**config.mk**
```make
export PLATFORM = sky130hd
export DESIGN_NAME = manchester_sync_detect_fsm
export DESIGN_NICKNAME = d
export VERILOG_FILES = /design/src/hw/msd_pkg.sv /design/src/hw/bit_sync2.sv /design/src/hw/manchester_sync_detect_fsm.sv
export SDC_FILE = /design/constraint.sdc
export NUM_CORES = 1
export LEC_CHECK = 0
export ABC_CLOCK_PERIOD_IN_PS = 1900
export BUFFER_PORTS_ARGS = -buffer_cell sky130_fd_sc_hd__buf_4
export CORE_AREA = 2 2 39 41
export CTS_BUF_LIST = sky130_fd_sc_hd__clkbuf_8
export DETAILED_ROUTE_END_ITERATION = 10
export DIE_AREA = 0 0 41 43
export PLACE_DENSITY_LB_ADDON = 0.3
export SYNTH_ARGS = -nofsm -noshare
export SYNTH_HDL_FRONTEND = slang
export SYNTH_SLANG_ARGS = --single-unit
export TNS_END_PERCENT = 20
```
**constraint.sdc**
```tcl
create_clock -name i_ref_clk -period 1.9 [get_ports i_ref_clk]
set_input_delay 0.19 -clock i_ref_clk [delete_from_list [all_inputs] [get_ports i_ref_clk]]
set_output_delay 0.19 -clock i_ref_clk [all_outputs]
set_load 0.005 [all_outputs]
```
**src/hw/msd_pkg.sv**
```systemverilog
`default_nettype none

package msd_pkg;

	// ==========================================================
	// state register geometry
	localparam int STATE_W = 5;

	// ==========================================================
	// reset and clear values
	localparam logic SYNC_RST_VAL = 1'b0;
	localparam logic FLAG_RST_VAL = 1'b0;

	// ==========================================================
	// state codes, msb is state_bit_msb, lsb is state_bit_lsb
	typedef enum logic [STATE_W-1:0] {
		node_wait         = 5'h00,
		node_a            = 5'h08,
		node_b            = 5'h0c,
		node_c            = 5'h1c,
		node_d            = 5'h14,
		node_f            = 5'h04,
		node_i            = 5'h06,
		node_n            = 5'h16,
		node_o            = 5'h0e,
		node_p            = 5'h12,
		node_q            = 5'h1e,
		node_s            = 5'h02,
		node_t            = 5'h1a,
		node_u            = 5'h0a,
		cmd_sync_lock     = 5'h03,
		node_a2           = 5'h10,
		node_b2           = 5'h11,
		node_c2           = 5'h01,
		node_d2           = 5'h09,
		node_f2           = 5'h19,
		node_i2           = 5'h1d,
		node_o2           = 5'h15,
		node_e            = 5'h0d,
		node_g            = 5'h05,
		node_h            = 5'h0f,
		node_j            = 5'h17,
		node_k            = 5'h07,
		node_l            = 5'h1f,
		payload_sync_lock = 5'h13
	} state_type;

	// unused codes, never entered
	localparam logic [STATE_W-1:0] SPARE_CODE_0 = 5'h0b;
	localparam logic [STATE_W-1:0] SPARE_CODE_1 = 5'h18;
	localparam logic [STATE_W-1:0] SPARE_CODE_2 = 5'h1b;

endpackage

`default_nettype wire

```
**src/hw/bit_sync2.sv**
```systemverilog
`timescale 1ns/10ps
`default_nettype none

module bit_sync2 (
	// clock and reset
	input  wire logic i_ref_clk,
	input  wire logic i_rst_n,
	// asynchronous level in
	input  wire logic i_async,
	// synchronised level out
	output var  logic o_sync
);

	// ==========================================================
	// two stage synchroniser
	logic meta_r;

	// meta_r feeds only the second stage
	always_ff @(posedge i_ref_clk or negedge i_rst_n) begin
		if (!i_rst_n) begin
			meta_r <= msd_pkg::SYNC_RST_VAL;
			o_sync <= msd_pkg::SYNC_RST_VAL;
		end else begin
			meta_r <= i_async;
			o_sync <= meta_r;
		end
	end

endmodule // bit_sync2

`default_nettype wire

```
**src/hw/manchester_sync_detect_fsm.sv**
```systemverilog
// Behaviour
// - master clear forces wait state asynchronously
// - first true transition condition takes priority
// - no true condition means state holds
// - state outputs high while in that state
// - five-bit unique codes, wait is zero
// - wait goes a on one, else a2
// - a goes b on one, else wait
// - b goes c on one, else wait
// - s goes c on one, else command lock
// - command lock holds until cleared
// - f goes wait on one, else i
// - i goes o on one, else n
// - c2 goes d2 on one, else n
// - d2 goes f2 on one, else q
// - g goes k on one, else j
// - k goes wait on one, else data lock
// - u goes wait on one, else command lock
// - data lock holds until cleared
`timescale 1ns/10ps
`default_nettype none

module manchester_sync_detect_fsm (
	// clock and reset
	input  wire logic                      i_ref_clk,
	input  wire logic                      i_rst_n,
	// master clear, asynchronous, active high
	input  wire logic                      i_master_clr,
	// manchester serial line
	input  wire logic                      i_serial_din,
	// state and lock flags
	output var  logic [msd_pkg::STATE_W-1:0] o_state,
	output var  logic                      o_cmd_sync,
	output var  logic                      o_payload_sync
);

	// ==========================================================
	// input synchronisation
	logic din_s;

	// line is asynchronous to the reference clock
	bit_sync2 u_din_sync (
		.i_ref_clk (i_ref_clk),
		.i_rst_n   (i_rst_n),
		.i_async   (i_serial_din),
		.o_sync    (din_s)
	);

	// ==========================================================
	// combined clear
	logic clr_n;

	// clear pin must be glitch free; it acts without the clock
	assign clr_n = i_rst_n & ~i_master_clr;

	// ==========================================================
	// next state
	msd_pkg::state_type state_r;
	msd_pkg::state_type state_nxt;

	always_comb begin
		state_nxt = state_r;
		case (state_r)
			msd_pkg::node_wait: begin
				if (din_s) state_nxt = msd_pkg::node_a;
				else state_nxt = msd_pkg::node_a2;
			end
			msd_pkg::node_a: begin
				if (din_s) state_nxt = msd_pkg::node_b;
				else state_nxt = msd_pkg::node_wait;
			end
			msd_pkg::node_b: begin
				if (din_s) state_nxt = msd_pkg::node_c;
				else state_nxt = msd_pkg::node_wait;
			end
			msd_pkg::node_s: begin
				if (din_s) state_nxt = msd_pkg::node_c;
				else state_nxt = msd_pkg::cmd_sync_lock;
			end
			msd_pkg::cmd_sync_lock: begin
				state_nxt = msd_pkg::cmd_sync_lock;
			end
			msd_pkg::node_f: begin
				if (din_s) state_nxt = msd_pkg::node_wait;
				else state_nxt = msd_pkg::node_i;
			end
			msd_pkg::node_i: begin
				if (din_s) state_nxt = msd_pkg::node_o;
				else state_nxt = msd_pkg::node_n;
			end
			msd_pkg::node_c2: begin
				if (din_s) state_nxt = msd_pkg::node_d2;
				else state_nxt = msd_pkg::node_n;
			end
			msd_pkg::node_d2: begin
				if (din_s) state_nxt = msd_pkg::node_f2;
				else state_nxt = msd_pkg::node_q;
			end
			msd_pkg::node_g: begin
				if (din_s) state_nxt = msd_pkg::node_k;
				else state_nxt = msd_pkg::node_j;
			end
			msd_pkg::node_k: begin
				if (din_s) state_nxt = msd_pkg::node_wait;
				else state_nxt = msd_pkg::payload_sync_lock;
			end
			msd_pkg::node_u: begin
				if (din_s) state_nxt = msd_pkg::node_wait;
				else state_nxt = msd_pkg::cmd_sync_lock;
			end
			msd_pkg::payload_sync_lock: begin
				state_nxt = msd_pkg::payload_sync_lock;
			end
			msd_pkg::node_e: begin
				if (din_s) state_nxt = msd_pkg::node_wait;
				else state_nxt = msd_pkg::node_h;
			end
			msd_pkg::node_o: begin
				if (din_s) state_nxt = msd_pkg::node_b;
				else state_nxt = msd_pkg::node_q;
			end
			msd_pkg::node_h: begin
				if (din_s) state_nxt = msd_pkg::node_k;
				else state_nxt = msd_pkg::node_l;
			end
			msd_pkg::node_a2: begin
				if (din_s) state_nxt = msd_pkg::node_wait;
				else state_nxt = msd_pkg::node_b2;
			end
			msd_pkg::node_b2: begin
				if (din_s) state_nxt = msd_pkg::node_wait;
				else state_nxt = msd_pkg::node_c2;
			end
			msd_pkg::node_p: begin
				if (din_s) state_nxt = msd_pkg::node_s;
				else state_nxt = msd_pkg::node_t;
			end
			msd_pkg::node_d: begin
				if (din_s) state_nxt = msd_pkg::node_g;
				else state_nxt = msd_pkg::node_f;
			end
			msd_pkg::node_o2: begin
				if (din_s) state_nxt = msd_pkg::node_g;
				else state_nxt = msd_pkg::node_b2;
			end
			msd_pkg::node_n: begin
				if (din_s) state_nxt = msd_pkg::node_p;
				else state_nxt = msd_pkg::node_wait;
			end
			msd_pkg::node_j: begin
				if (din_s) state_nxt = msd_pkg::payload_sync_lock;
				else state_nxt = msd_pkg::node_wait;
			end
			msd_pkg::node_f2: begin
				if (din_s) state_nxt = msd_pkg::node_i2;
				else state_nxt = msd_pkg::node_wait;
			end
			msd_pkg::node_t: begin
				if (din_s) state_nxt = msd_pkg::cmd_sync_lock;
				else state_nxt = msd_pkg::node_wait;
			end
			msd_pkg::node_c: begin
				if (din_s) state_nxt = msd_pkg::node_e;
				else state_nxt = msd_pkg::node_d;
			end
			msd_pkg::node_i2: begin
				if (din_s) state_nxt = msd_pkg::node_e;
				else state_nxt = msd_pkg::node_o2;
			end
			msd_pkg::node_q: begin
				if (din_s) state_nxt = msd_pkg::node_u;
				else state_nxt = msd_pkg::node_t;
			end
			msd_pkg::node_l: begin
				if (din_s) state_nxt = msd_pkg::payload_sync_lock;
				else state_nxt = msd_pkg::node_c2;
			end
			default: begin
				// spare codes hold, as the machine would
				state_nxt = state_r;
			end
		endcase
	end

	// ==========================================================
	// state register
	always_ff @(posedge i_ref_clk or negedge clr_n) begin
		if (!clr_n) begin
			state_r <= msd_pkg::node_wait;
		end else begin
			state_r <= state_nxt;
		end
	end

	assign o_state = state_r;

	// ==========================================================
	// lock flags, registered from next state so they track state_r
	always_ff @(posedge i_ref_clk or negedge clr_n) begin
		if (!clr_n) begin
			o_cmd_sync     <= msd_pkg::FLAG_RST_VAL;
			o_payload_sync <= msd_pkg::FLAG_RST_VAL;
		end else begin
			o_cmd_sync     <= (state_nxt == msd_pkg::cmd_sync_lock);
			o_payload_sync <= (state_nxt == msd_pkg::payload_sync_lock);
		end
	end
endmodule // manchester_sync_detect_fsm

`default_nettype wire

```
==> results.cfg <==
[outcome]
outcome = finished, final reports clean

[routing]
first_pass_iters = 4
drc = 0
drtIter0Drc = 28
num_vias = 739
ant_nets = 0
via_per_inst = 6.32
wl_per_cell_um = 16.6
totalWireLength_um = 1940

[timing]
max_freq_ghz = 0.579
tns_ns = 0
clock_skew_ns = 0.000788
slew_viol_final = 0
rsz0062_at_grt = no
worstMarginPinSlew_ns = 0.711
setup_ws_ns = 0.174
slew_headroom_pct = 52.5
post-route-period-util_pct = 90.8
period_needed_ns = 1.73
hold_viol_final = 0
setup-violations-final = 0

[floorplanning]
start_util_pct = 56.3
rows = 14
die_h_um = 43
dieArea_um2 = 1760
io_pins = 11
die_x_um = 41
coreArea_um2 = 1380

[job]
cap_violations = 0

[cells_and_area]
design_area_um2 = 857
layout_common_cells = 12 x buf_4, 9 x dfrtp_1, 8 x a21oi_1, 7 x nor2_1
final_common_cell = buf_4
area_growth_pct = 9.95
diodes = 0
fin_cells = 117
fillCellCount = 122
fin_nets = 106
drive_above_1_share_pct = 21.8

[placement]
place_inst = 112
dp_hpwl_um = 1220
dp_worst_setup_slack_ns = 0.266
io_buffers = 10
gp_congestion = 0.875
placed_cell_area_um2 = 801

[critical_path]
ff2ff_setup_slack_ns = 0.17
cp.arrival_ns = 1.84
crit_fanout = 21
path_class = flop to flop
cp-start-kind = flop
endpoint_kind = flop
worstPathRequired_ns = 2.02

[clocking]
numCtsBuffers = 3
numClockSinks = 9
h-tree-depth = 1
ctsRootBufferMaster = clkbuf_8
clkTransAtPathRegs_ns = 0.05
clockBufferDepth = 2
cts_tree = yes
clk_latency_ns = 0.24

[global_route]
track_usage_pct = 27.4
grt_first_pass_wirelength_um = 3200
grt_pass1_vias = 686
grt_antenna_before_repair = 0
grt_max_degree = 22
grt_overflow = 0

[synth]
syn_area_um2 = 779
synth-seq-cells = 9
synth_cell_types = 37
yosysWarnings = 0
avgSynthCellArea_um2 = 8.21
syn_inst = 95
ys_seq_area_share_pct = 28.9
synth_fp_nets = 99

[power_and_ir_drop]
ir_drop_uv = 896
power.total_mw = 1.47
p_per_area_nw_per_um2 = 1710
p_leak_nw = 0.375

[worst_hold_path]
hp-class = input port to flop
Yosys cell counts:
library cell | n | area, um2
a211oi_1 | 2 | 15.0
a21o_1 | 1 | 7.51
a21oi_1 | 8 | 40.0
a221o_1 | 1 | 10.0
a221oi_1 | 1 | 8.76
a22o_1 | 1 | 8.76
a22oi_1 | 2 | 15.0
a2bb2oi_1 | 1 | 8.76
and2_1 | 1 | 6.26
and3_1 | 2 | 12.5
and3b_1 | 1 | 8.76
buf_2 | 2 | 10.0
buf_4 | 4 | 30.0
buf_6 | 4 | 45.0
clkbuf_1 | 1 | 3.75
dfrtp_1 | 9 | 225
inv_1 | 3 | 11.3
mux2_2 | 1 | 11.3
nand2_1 | 6 | 22.5
nand2_2 | 1 | 6.26
nand2b_1 | 3 | 18.8
nand3_1 | 1 | 5.00
nor2_1 | 7 | 26.3
nor2_2 | 2 | 12.5
nor2b_1 | 6 | 37.5
nor2b_2 | 1 | 8.76
nor3_1 | 1 | 5.00
nor4b_1 | 1 | 8.76
o2111ai_1 | 1 | 8.76
o21a_1 | 3 | 22.5
o21ai_0 | 4 | 20.0
o21ai_1 | 6 | 30.0
o221ai_1 | 2 | 17.5
o2bb2ai_1 | 1 | 8.76
o311ai_1 | 1 | 8.76
o41ai_2 | 1 | 16.3
xor2_1 | 2 | 17.5
critical path, stage by stage, from the launching register on:
cell      delay [ns]
dfrtp_1         0.73
nor2_2          0.18
o21ai_1         0.20
o311ai_1        0.12
a221o_1         0.36
flip-flops by register name, summed over array words and instances, names as in the netlist:
name	flops
o_cmd_sync	1
o_payload_sync	1
o_state	5
u_din_sync.meta_r	1
u_din_sync.o_sync	1
worst paths after layout:
path	depth (start not counted)	to	start
worst max-delay path	4	o_state[3]	o_state[4]
worst min-delay path	1	u_din_sync.meta_r	i_serial_din
worst max register to register	4	o_state[3]	o_state[4]
worst min register to register	0	u_din_sync.o_sync	u_din_sync.meta_r
max in group asynchronous	3	o_state[2]	i_rst_n
min in group asynchronous	2	o_state[3]	i_master_clr
per-layer routing:
layer	global-route usage [%]	share of wire [%]	vias up
met2	40.3	49	26
met5	0	0	-
li1	-	-	357
met3	4.71	5.0	4
met4	16.0	2.2	0
met1	35.7	44	352
logic make-up (layout without fill, tap and decap cells):
| logic type | Yosys count | after routing | share of synthesized area [%] |
|---|---|---|---|
| compound gates | 36 | 36 | 31.6 |
| xor+xnor | 2 | 2 | 2.25 |
| buf+inv | 14 | 20 | 12.8 |
| flops | 9 | 9 | 28.9 |
| mux | 1 | 1 | 1.44 |
| simple gates | 33 | 33 | 23.0 |
area by class of cell:
class	count	area, um2	share of cell area (%)
clock inverters	1	5.00	0.584
multi-input cells	72	454	53.0
well taps	16	20.0	2.34
inverters	3	11.3	1.31
clock buffers	3	41.3	4.82
flip-flops and latches	9	225	26.3
repair buffers	13	100	11.7
stage by stage:
step	util [%]	hold slack [ns]
global route	61.9	0.0459
global placement	57.9	-0.0252
detailed placement	57.9	-0.0244
CTS	61.9	0.0536
finish	61.9	0.0549
floorplan	-	-0.106
what timing repair did:
item                                   in CTS  in global routing
hold buffers                                1                  0
endpoints found under the hold margin       2                  0
resized for setup                           0                  0
setup buffers                               0                  0
report_power, final:
part	internal [mW]	switching [mW]
sequential	0.255	0.220
combinational	0.390	0.369
clock	0.144	0.0883
total	0.789	0.678
Note: power is estimated with default switching activity, not from simulation.
